**config.mk**
```make
export PLATFORM = sky130hd
export DESIGN_NAME = ecir_regs
export DESIGN_NICKNAME = d
export VERILOG_FILES = /design/src/ecir_pkg.sv /design/src/ecir_regs.sv
export SDC_FILE = /design/constraint.sdc
export NUM_CORES = 1
export LEC_CHECK = 0
export BUFFER_PORTS_ARGS = -buffer_cell sky130_fd_sc_hd__buf_4
export CAP_MARGIN = 40
export CORE_MARGIN = 3
export CORE_UTILIZATION = 47
export DETAILED_ROUTE_END_ITERATION = 10
export GPL_TIMING_DRIVEN = 0
export PLACE_DENSITY_LB_ADDON = 0.1
export SYNTH_ARGS = -nofsm -noshare
export SYNTH_HDL_FRONTEND = slang
export SYNTH_SLANG_ARGS = --single-unit
```
**constraint.sdc**
```tcl
create_clock -name pclk -period 1.8 [get_ports pclk]
set_input_delay 0.36 -clock pclk [delete_from_list [all_inputs] [get_ports pclk]]
set_output_delay 0.36 -clock pclk [all_outputs]
set_load 0.02 [all_outputs]
```
**src/ecir_pkg.sv**
```systemverilog
// Constants, field positions and types for the Ethernet controller register bank.
//
// Function
// [RULE1] Ring base pointers keep bits 0-29; bits 30-31 are dropped and read zero.
// [RULE2] Buffer size keeps bits 21-27 only; bits 28-31 forced zero; frames max 2047.
// [RULE3] Received frame check sequence always lands in the frame's final receive buffer.
// [RULE4] Software programs buffer size at least 0x5f0, preferably not below 256 bytes.
// [RULE5] Software sets pin-multiplex enable plus chip pin multiplexing for the controller.
// [RULE6] Enable allows traffic; clearing it ends a frame in progress with bad CRC.
// [RULE7] Clearing enable resets DMA, descriptor and FIFO control including their pointers.
// [RULE8] After enable clears, descriptors of the aborted transmit frame are not updated.
// [RULE9] Writing local reset clears enable, resets controller registers, aborts transfers.
// [RULE10] Local reset bit clears itself after about 16 clock cycles.
// [RULE11] Interrupt request asserts while any flagged event is also enabled by mask.
// [RULE12] Event flags clear by writing one; writing zero leaves them alone.
// [RULE13] Every event is flagged regardless of mask; mask only gates the request and the pending class.
// [RULE14] Software should mask per-buffer events and use per-frame events instead.
// [RULE15] Event 0 sets when heartbeat checking is on and heartbeat is missing.
// [RULE16] Event 1 sets on oversize receive frame; receive frames truncate above 2047.
// [RULE17] Event 2 sets on oversize transmit frame; transmit frames are never truncated.
// [RULE18] Event 3 sets when the frame in progress at graceful stop request finishes.
// [RULE19] Events 4 and 6 per frame done; events 5 and 7 per descriptor update.
// [RULE20] Event 8 on management transfer done; event 9 on internal bus error.
// [RULE21] Vector register bits 0-2 select interrupt level 0 to 7.
// [RULE22] Vector bits 28-29 report highest pending class: none, other, transmit, receive.
// [RULE23] Pending class counts flagged and unmasked events only; returns to none when cleared.
`default_nettype none
package ecir_pkg;
    ////////////////////////////////////////////////////////////////////////////////
    // Register byte addresses.
    localparam logic [11:0] ADDR_RX_RING_BASE = 12'he10;
    localparam logic [11:0] ADDR_TX_RING_BASE = 12'he14;
    localparam logic [11:0] ADDR_RX_BUFFER_LENGTH = 12'he18;
    localparam logic [11:0] ADDR_ETHERNET_CONTROL = 12'he40;
    localparam logic [11:0] ADDR_IRQ_EVENT_FLAGS = 12'he44;
    localparam logic [11:0] ADDR_IRQ_ENABLE_BITS = 12'he48;
    localparam logic [11:0] ADDR_IRQ_LEVEL_AND_CLASS = 12'he4c;
    ////////////////////////////////////////////////////////////////////////////////
    // Field positions, counted from bit 0 as the least significant bit of the bus word.
    localparam int RING_LSB = 2;
    localparam int BUFLEN_LSB = 4;
    localparam int BUFLEN_MSB = 10;
    localparam int CTRL_LOCAL_RESET_BIT = 0;
    localparam int CTRL_ENABLE_BIT = 1;
    localparam int CTRL_PIN_SELECT_BIT = 2;
    localparam int LEVEL_LSB = 29;
    localparam int CLASS_LSB = 2;
    localparam int NUM_EVENTS = 10;
    ////////////////////////////////////////////////////////////////////////////////
    // Event numbers as the flag register numbers them (number n sits at bus bit 31-n).
    localparam int EV_HEARTBEAT_MISSING = 0;
    localparam int EV_RX_OVERSIZE = 1;
    localparam int EV_TX_OVERSIZE = 2;
    localparam int EV_GRACEFUL_STOP_DONE = 3;
    localparam int EV_TX_FRAME_DONE = 4;
    localparam int EV_TX_BUFFER_DONE = 5;
    localparam int EV_RX_FRAME_DONE = 6;
    localparam int EV_RX_BUFFER_DONE = 7;
    localparam int EV_MGMT_DONE = 8;
    localparam int EV_SYSTEM_BUS_ERROR = 9;
    ////////////////////////////////////////////////////////////////////////////////
    // Reset values, limits and timing.
    localparam logic [31:0] RESET_WORD = 32'h0000_0000;
    localparam logic [2:0] RESET_LEVEL = 3'h0;
    localparam logic [10:0] MAX_FRAME_BYTES = 11'h7ff;
    localparam int CLOCK_HZ = 10_000_000;
    localparam int LOCAL_RESET_CYCLES = 16;
    localparam logic [4:0] LOCAL_RESET_COUNT = 5'(LOCAL_RESET_CYCLES);
    ////////////////////////////////////////////////////////////////////////////////
    // Pending interrupt class encodings.
    typedef enum logic [1:0] {
        ECIR_CLASS_NONE = 2'h0,
        ECIR_CLASS_OTHER = 2'h1,
        ECIR_CLASS_TX = 2'h2,
        ECIR_CLASS_RX = 2'h3
    } ecir_class_t;
endpackage
`default_nettype wire

```
**src/ecir_regs.sv**
```systemverilog
// Register bank of the Ethernet controller: ring bases, buffer size, control, events, mask, vector.
//
// Chosen here: register access over APB.
`default_nettype none
module ecir_regs
    import ecir_pkg::*;
(
    // Clock and reset.
    input wire logic pclk,
    input wire logic presetn,
    // APB slave.
    input wire logic psel,
    input wire logic penable,
    input wire logic pwrite,
    input wire logic [11:0] paddr,
    input wire logic [31:0] pwdata,
    output logic [31:0] prdata,
    output logic pready,
    output logic pslverr,
    // Events from the controller datapath, one-cycle pulses; heartbeat_check and tx_frame_active are levels.
    input wire logic heartbeat_check,
    input wire logic heartbeat_missing,
    input wire logic rx_oversize,
    input wire logic tx_oversize,
    input wire logic graceful_stop_request,
    input wire logic tx_frame_active,
    input wire logic tx_frame_done,
    input wire logic tx_buffer_done,
    input wire logic rx_frame_done,
    input wire logic rx_buffer_done,
    input wire logic mgmt_done,
    input wire logic system_bus_error,
    // Configuration to the controller datapath.
    output logic [29:0] rx_ring_start,
    output logic [29:0] tx_ring_start,
    output logic [6:0] rx_buffer_units,
    output logic [10:0] rx_max_frame,
    output logic rx_fcs_to_buffer,
    output logic pin_function_select,
    output logic controller_enable,
    output logic controller_reset,
    output logic tx_abort_bad_crc,
    output logic tx_descriptor_hold,
    // Interrupt.
    output logic irq_request,
    output logic [2:0] irq_level
);
    ////////////////////////////////////////////////////////////////////////////////
    // Helpers.

    // Event n is carried on bus bit 31-n.
    function automatic logic [31:0] pack_events(input logic [NUM_EVENTS-1:0] ev);
        logic [31:0] w;
        w = RESET_WORD;
        for (int i = 0; i < NUM_EVENTS; i++) begin
            w[31-i] = ev[i];
        end
        return w;
    endfunction

    function automatic logic [NUM_EVENTS-1:0] unpack_events(input logic [31:0] w);
        logic [NUM_EVENTS-1:0] ev;
        ev = '0;
        for (int i = 0; i < NUM_EVENTS; i++) begin
            ev[i] = w[31-i];
        end
        return ev;
    endfunction

    // Receive outranks transmit, which outranks the rest.
    function automatic ecir_class_t class_of(input logic [NUM_EVENTS-1:0] live);
        ecir_class_t c;
        c = ECIR_CLASS_NONE;
        if (live[EV_MGMT_DONE] || live[EV_SYSTEM_BUS_ERROR]) begin
            c = ECIR_CLASS_OTHER;
        end
        if (live[EV_HEARTBEAT_MISSING] || live[EV_TX_OVERSIZE] || live[EV_GRACEFUL_STOP_DONE]
            || live[EV_TX_FRAME_DONE] || live[EV_TX_BUFFER_DONE]) begin
            c = ECIR_CLASS_TX;
        end
        if (live[EV_RX_OVERSIZE] || live[EV_RX_FRAME_DONE] || live[EV_RX_BUFFER_DONE]) begin
            c = ECIR_CLASS_RX;
        end
        return c;
    endfunction

    ////////////////////////////////////////////////////////////////////////////////
    // Bus decode.

    logic setup_phase;
    logic wr_commit;
    logic addr_mapped;
    logic [NUM_EVENTS-1:0] event_flags;
    logic [NUM_EVENTS-1:0] event_mask;
    logic [NUM_EVENTS-1:0] event_in;
    logic [NUM_EVENTS-1:0] next_event_flags;
    logic [NUM_EVENTS-1:0] live_events;
    logic [4:0] reset_count;
    logic local_reset_busy;
    logic graceful_pending;
    logic graceful_seen_request;
    logic [31:0] next_prdata;

    assign setup_phase = psel && !penable;
    // A write lands at the access edge, where pready is already high.
    assign wr_commit = psel && penable && pready && pwrite && addr_mapped;
    assign live_events = event_flags & event_mask;

    always_comb begin
        case (paddr)
            ADDR_RX_RING_BASE, ADDR_TX_RING_BASE, ADDR_RX_BUFFER_LENGTH, ADDR_ETHERNET_CONTROL,
            ADDR_IRQ_EVENT_FLAGS, ADDR_IRQ_ENABLE_BITS, ADDR_IRQ_LEVEL_AND_CLASS: begin
                addr_mapped = 1'b1;
            end
            default: begin
                addr_mapped = 1'b0;
            end
        endcase
    end

    always_comb begin
        next_prdata = RESET_WORD;
        case (paddr)
            ADDR_RX_RING_BASE: begin
                next_prdata[31:RING_LSB] = rx_ring_start; // RULE1
            end
            ADDR_TX_RING_BASE: begin
                next_prdata[31:RING_LSB] = tx_ring_start; // RULE1
            end
            ADDR_RX_BUFFER_LENGTH: begin
                next_prdata[BUFLEN_MSB:BUFLEN_LSB] = rx_buffer_units; // RULE2
            end
            ADDR_ETHERNET_CONTROL: begin
                next_prdata[CTRL_PIN_SELECT_BIT] = pin_function_select;
                next_prdata[CTRL_ENABLE_BIT] = controller_enable;
                next_prdata[CTRL_LOCAL_RESET_BIT] = local_reset_busy;
            end
            ADDR_IRQ_EVENT_FLAGS: begin
                next_prdata = pack_events(event_flags);
            end
            ADDR_IRQ_ENABLE_BITS: begin
                next_prdata = pack_events(event_mask);
            end
            ADDR_IRQ_LEVEL_AND_CLASS: begin
                next_prdata[31:LEVEL_LSB] = irq_level;
                next_prdata[CLASS_LSB+1:CLASS_LSB] = class_of(live_events); // RULE22 RULE23
            end
            default: begin
                next_prdata = RESET_WORD;
            end
        endcase
    end

    // One wait-free access phase: answer is prepared during setup so outputs stay registered.
    always_ff @(posedge pclk or negedge presetn) begin
        if (!presetn) begin
            pready <= 1'b0;
            pslverr <= 1'b0;
            prdata <= RESET_WORD;
        end else begin
            pready <= setup_phase;
            pslverr <= setup_phase && !addr_mapped;
            if (setup_phase) begin
                prdata <= (pwrite || !addr_mapped) ? RESET_WORD : next_prdata;
            end
        end
    end

    ////////////////////////////////////////////////////////////////////////////////
    // Ring bases and buffer size; untouched by the local reset.

    always_ff @(posedge pclk or negedge presetn) begin
        if (!presetn) begin
            rx_ring_start <= '0;
            tx_ring_start <= '0;
            rx_buffer_units <= '0;
        end else if (wr_commit) begin
            if (paddr == ADDR_RX_RING_BASE) begin
                rx_ring_start <= pwdata[31:RING_LSB]; // RULE1
            end
            if (paddr == ADDR_TX_RING_BASE) begin
                tx_ring_start <= pwdata[31:RING_LSB]; // RULE1
            end
            if (paddr == ADDR_RX_BUFFER_LENGTH) begin
                rx_buffer_units <= pwdata[BUFLEN_MSB:BUFLEN_LSB]; // RULE2
            end
        end
    end

    // The datapath truncates receive frames at this length and keeps the check sequence.
    always_ff @(posedge pclk or negedge presetn) begin
        if (!presetn) begin
            rx_max_frame <= MAX_FRAME_BYTES; // RULE16
            rx_fcs_to_buffer <= 1'b1; // RULE3
        end else begin
            rx_max_frame <= MAX_FRAME_BYTES; // RULE16
            rx_fcs_to_buffer <= 1'b1; // RULE3
        end
    end

    ////////////////////////////////////////////////////////////////////////////////
    // Control register and local reset sequencer.

    always_ff @(posedge pclk or negedge presetn) begin
        if (!presetn) begin
            reset_count <= '0;
            local_reset_busy <= 1'b0;
        end else if (local_reset_busy) begin
            if (reset_count == 5'h01) begin
                local_reset_busy <= 1'b0; // RULE10
            end
            reset_count <= reset_count - 5'h01;
        end else if (wr_commit && paddr == ADDR_ETHERNET_CONTROL && pwdata[CTRL_LOCAL_RESET_BIT]) begin
            local_reset_busy <= 1'b1; // RULE9
            reset_count <= LOCAL_RESET_COUNT; // RULE10
        end
    end

    always_ff @(posedge pclk or negedge presetn) begin
        if (!presetn) begin
            controller_enable <= 1'b0;
            pin_function_select <= 1'b0;
        end else if (local_reset_busy
                     || (wr_commit && paddr == ADDR_ETHERNET_CONTROL && pwdata[CTRL_LOCAL_RESET_BIT])) begin
            controller_enable <= 1'b0; // RULE9
            pin_function_select <= 1'b0; // RULE9
        end else if (wr_commit && paddr == ADDR_ETHERNET_CONTROL) begin
            controller_enable <= pwdata[CTRL_ENABLE_BIT]; // RULE6
            pin_function_select <= pwdata[CTRL_PIN_SELECT_BIT];
        end
    end

    // Disabling ends the frame in progress with a bad CRC, resets DMA and FIFO control
    // and freezes the descriptors of the aborted frame.
    always_ff @(posedge pclk or negedge presetn) begin
        if (!presetn) begin
            controller_reset <= 1'b1;
            tx_abort_bad_crc <= 1'b0;
            tx_descriptor_hold <= 1'b1;
        end else begin
            controller_reset <= !controller_enable || local_reset_busy; // RULE7 RULE9
            tx_abort_bad_crc <= controller_reset == 1'b0 && (!controller_enable || local_reset_busy)
                                && tx_frame_active; // RULE6
            tx_descriptor_hold <= !controller_enable; // RULE8
        end
    end

    ////////////////////////////////////////////////////////////////////////////////
    // Graceful stop tracking: done once the frame active at the request has left.

    always_ff @(posedge pclk or negedge presetn) begin
        if (!presetn) begin
            graceful_seen_request <= 1'b0;
            graceful_pending <= 1'b0;
        end else if (local_reset_busy) begin
            graceful_seen_request <= 1'b0;
            graceful_pending <= 1'b0;
        end else begin
            graceful_seen_request <= graceful_stop_request;
            if (graceful_stop_request && !graceful_seen_request) begin
                graceful_pending <= 1'b1;
            end else if (graceful_pending && !tx_frame_active) begin
                graceful_pending <= 1'b0; // RULE18
            end
        end
    end

    ////////////////////////////////////////////////////////////////////////////////
    // Event flags, mask and interrupt.

    always_comb begin
        event_in = '0;
        event_in[EV_HEARTBEAT_MISSING] = heartbeat_check && heartbeat_missing; // RULE15
        event_in[EV_RX_OVERSIZE] = rx_oversize; // RULE16
        event_in[EV_TX_OVERSIZE] = tx_oversize; // RULE17
        event_in[EV_GRACEFUL_STOP_DONE] = graceful_pending && !tx_frame_active; // RULE18
        event_in[EV_TX_FRAME_DONE] = tx_frame_done; // RULE19
        event_in[EV_TX_BUFFER_DONE] = tx_buffer_done; // RULE19
        event_in[EV_RX_FRAME_DONE] = rx_frame_done; // RULE19
        event_in[EV_RX_BUFFER_DONE] = rx_buffer_done; // RULE19
        event_in[EV_MGMT_DONE] = mgmt_done; // RULE20
        event_in[EV_SYSTEM_BUS_ERROR] = system_bus_error; // RULE20
    end

    always_comb begin
        next_event_flags = event_flags;
        if (wr_commit && paddr == ADDR_IRQ_EVENT_FLAGS) begin
            next_event_flags = event_flags & ~unpack_events(pwdata); // RULE12
        end
        // A new event wins over a clear in the same cycle, whatever the mask.
        next_event_flags = next_event_flags | event_in; // RULE13
    end

    always_ff @(posedge pclk or negedge presetn) begin
        if (!presetn) begin
            event_flags <= '0;
        end else if (local_reset_busy) begin
            event_flags <= '0; // RULE9
        end else begin
            event_flags <= next_event_flags;
        end
    end

    always_ff @(posedge pclk or negedge presetn) begin
        if (!presetn) begin
            event_mask <= '0;
            irq_level <= RESET_LEVEL;
        end else if (local_reset_busy) begin
            event_mask <= '0; // RULE9
            irq_level <= RESET_LEVEL; // RULE9
        end else if (wr_commit) begin
            if (paddr == ADDR_IRQ_ENABLE_BITS) begin
                event_mask <= unpack_events(pwdata);
            end
            if (paddr == ADDR_IRQ_LEVEL_AND_CLASS) begin
                irq_level <= pwdata[31:LEVEL_LSB]; // RULE21
            end
        end
    end

    always_ff @(posedge pclk or negedge presetn) begin
        if (!presetn) begin
            irq_request <= 1'b0;
        end else begin
            irq_request <= |live_events; // RULE11 RULE13
        end
    end
endmodule
`default_nettype wire

```
==> results.md <==
- Remaining antenna violation count: 0
- Post-DP HPWL: roughly 13 mm
- Setup violators final: 0
- Antenna diodes: 0
- Register area: between 3000 and 4000 um2
- WL final: around 18 mm
- CP max-delay cell: nor4b_4
- Worst slew margin: 0.4706
- Placed Area: approximately 7900 um2
- Layout Nets: roughly 840
- Failing checks: negative hold slack
- DRC Markers: 0
- Dpl ws: -0.7543 ns
- Tcrit/Tclk final: 0.9451
- GR Layer Usage met1: 0.3184
- Setup TNS: 0 ns
- GR peak layer: met2
- Port bufs: 169
- Routability cong.: just over 0.9
- Most frequent cells in the layout: buf_4, dfrtp_1, nand2_1
- Fillers: between 1000 and 1500
- Clock root cell: clkbuf_16
- Fraction of layout cells with a size suffix above 1: 0.4142
- Cells after Synth: 567
- Critical-path maximum fanout: 5
- Slew @ Worst Pin: about 0.8 ns
- Pleak: between 4 and 5 nW
- CP cell instances: buf_4 > nor4b_4 > nand3_1 > nor2_2 > nor4b_4 > buf_4 > mux2_2
- Crit path DAT: about 2.0 ns
- Outcome: finished, violations left
- Multi-input gate area: ~2700 um2
- Num Clock Sinks: approximately 140
- Reg clk slew, reported paths: 0.05 ns
- Non-filler cells, final: 959
- Synthesized flop and latch total: 138
- Final Skew: 0.006473 ns
- Hold Buf Count CTS: 0
- Placed instance count: between 900 and 1000
- Total chip power: between 6 and 7 mW
- Max incr delay on CP: 0.37 ns
- Synth async-reset ratio: 1.000
- WL per Instance: 18.73 um
- GRT overflow: 0
- Top FF cell, synth: dfrtp_1
- Clk Latency, worst-skew pair: between 0.4 and 0.5 ns
- Design Area, Final: about 8500 um2
- Vias per cell: approximately 5.5
- Min-Delay Path Class: in -> async
- Unrepaired setup endpoints after global routing: true
- Mean post-synth cell area: 11.09 um2
- Row count: around 40
- Max Transition Viols Final: 0
- Worst IR Drop VDD: just over 0.5 mV
- Initial DRC count: approximately 470
- Grt met3 use: 0.06639
- Synthesized area: 6290 um2
- CP startpoint kind: input pin
- Core area: between 10000 and 15000 um2
- TritonCTS clock tree: done
- CTS max path bufs: 2
- Synth Warn #: 0
- Largest net degree at the start of global routing: 87
- Most common cell after layout, fill and taps aside: buf_4
- Worst EP required: about 2.1 ns
- H-tree levels: 4
- PwrDens: around 770 nW/um2
- DIE AREA: ~15000 um2
- Met2 usage in global routing: 0.3883
- Utilization after layout: 0.6603
- CTS buffer count: 17
- DIE HEIGHT: 121.7 um
- Worst setup EP type: register
- TritonRoute pass-1 iters: 5
- Number of global-route vias before repair: approximately 5200
- Fmax: slightly below 600 MHz
- Antenna violations before repair: 0
- IO Pins: ~180
- Post-synth EDFFs: 0
- Area growth syn-to-layout: 35.17%
- Final Hold Fails: 4
- Tmin final: approximately 1.7 ns
- Critical path type: in -> reg
- Post-synthesis sequential area ratio: 0.5494
- First-pass GRT wire length: ~28 mm
- Post-route worst setup slack: between 0.09 and 0.1 ns
- Max cap viols: 0
- GRT Total Usage: 0.2451
- Vias post-DR: roughly 5300
- Initial core utilization: 0.4885
- Yosys cell types: 51
- Die W: about 120 um
- Worst hold margin: -0.01525 ns
-- power by group --
part           total, mW  leakage, nW  switching, mW  internal, mW
sequential          3.12         1.84        0.00348          3.11
combinational      0.382         2.03          0.227         0.155
clock               3.03        0.256           1.18          1.85
total               6.53         4.13           1.41          5.12
-- flip-flops by register name (all words and copies together) (netlist names), 3 cells and up --
name	flops
reset_count	5
rx_ring_start	30
prdata	32
event_mask	10
tx_ring_start	30
rx_buffer_units	7
event_flags	10
irq_level	3
-- worst max-delay path: cells and delay by family --
family / cells / cell delay, ns
buffers and inverters: 2 / 0.33
muxes: 1 / 0.34
and+or+nand+nor: 4 / 0.97
-- path summary, 6_finish.rpt --
check	startpoint	to	slack [ns]	depth (start not counted)
max in group asynchronous	presetn	controller_reset	1.00	2
min reg2reg	prdata[17]	prdata[17]	0.48	2
max	paddr[5]	rx_buffer_units[1]	0.1	7
max reg2reg	pready	event_mask[0]	0.1	6
min in group pclk	tx_buffer_done	event_flags[5]	0.17	3
min	presetn	tx_ring_start[25]	-0.02	1
-- synth_stat cells (2+ instances only) --
master	count	area (um2)
dfrtp_1	136	3403
nand2_1	76	285.3
mux2_2	73	822.0
a21oi_1	49	245.2
nor2_1	37	138.9
o21ai_0	30	150.1
a22oi_1	21	157.7
nand3_1	19	95.09
buf_4	13	97.59
clkbuf_1	13	48.80
buf_2	11	55.05
a22o_1	9	78.83
inv_1	7	26.28
nand2b_1	6	37.54
mux2i_1	5	50.05
nand4_1	4	25.02
nor2b_1	4	25.02
nor3_1	4	20.02
nor4b_4	4	95.09
nand4b_1	3	26.28
o22ai_1	3	18.77
and3_1	2	12.51
buf_1	2	7.510
dfstp_2	2	52.55
ha_1	2	25.02
mux2_1	2	22.52
nand3b_1	2	15.01
nor4_4	2	42.54
o21ai_1	2	10.01
o31ai_1	2	15.01
or2_2	2	12.51
-- per-layer routing --
metal / routed length, um / share of wire
met1: 7209 / 0.40
met2: 8716 / 0.49
met3: 1523 / 0.085
met4: 508 / 0.028
met5: 0 / 0
-- cell type report --
type	count	area share
Sequential cell	138	0.4066
Multi-Input combinational cell	394	0.3142
Timing Repair Buffer	182	0.1650
Clock buffer	23	0.05740
Buffer	39	0.02605
Tap cell	172	0.02531
Inverter	7	0.003091
Clock inverter	4	0.002355
-- repair_timing --
item,CTS,global route
setup endpoints to repair,122,18
setup buffers,10,0
pin swaps,3,0
gates cloned,0,0
gates resized for setup,4,2
-- logic make-up after synthesis --
group,after synthesis,synth area share
DFF,138,0.5494
AOI/OAI and AO/OA,124,0.1182
muxes,80,0.1422
and+or+nand+nor,175,0.1468
buffers and inverters,46,0.03740
other,1,0.0005962
xor gates and xnor gates,1,0.001393
adders and majority gates,2,0.003978
Note: power is estimated with default switching activity, not from simulation.
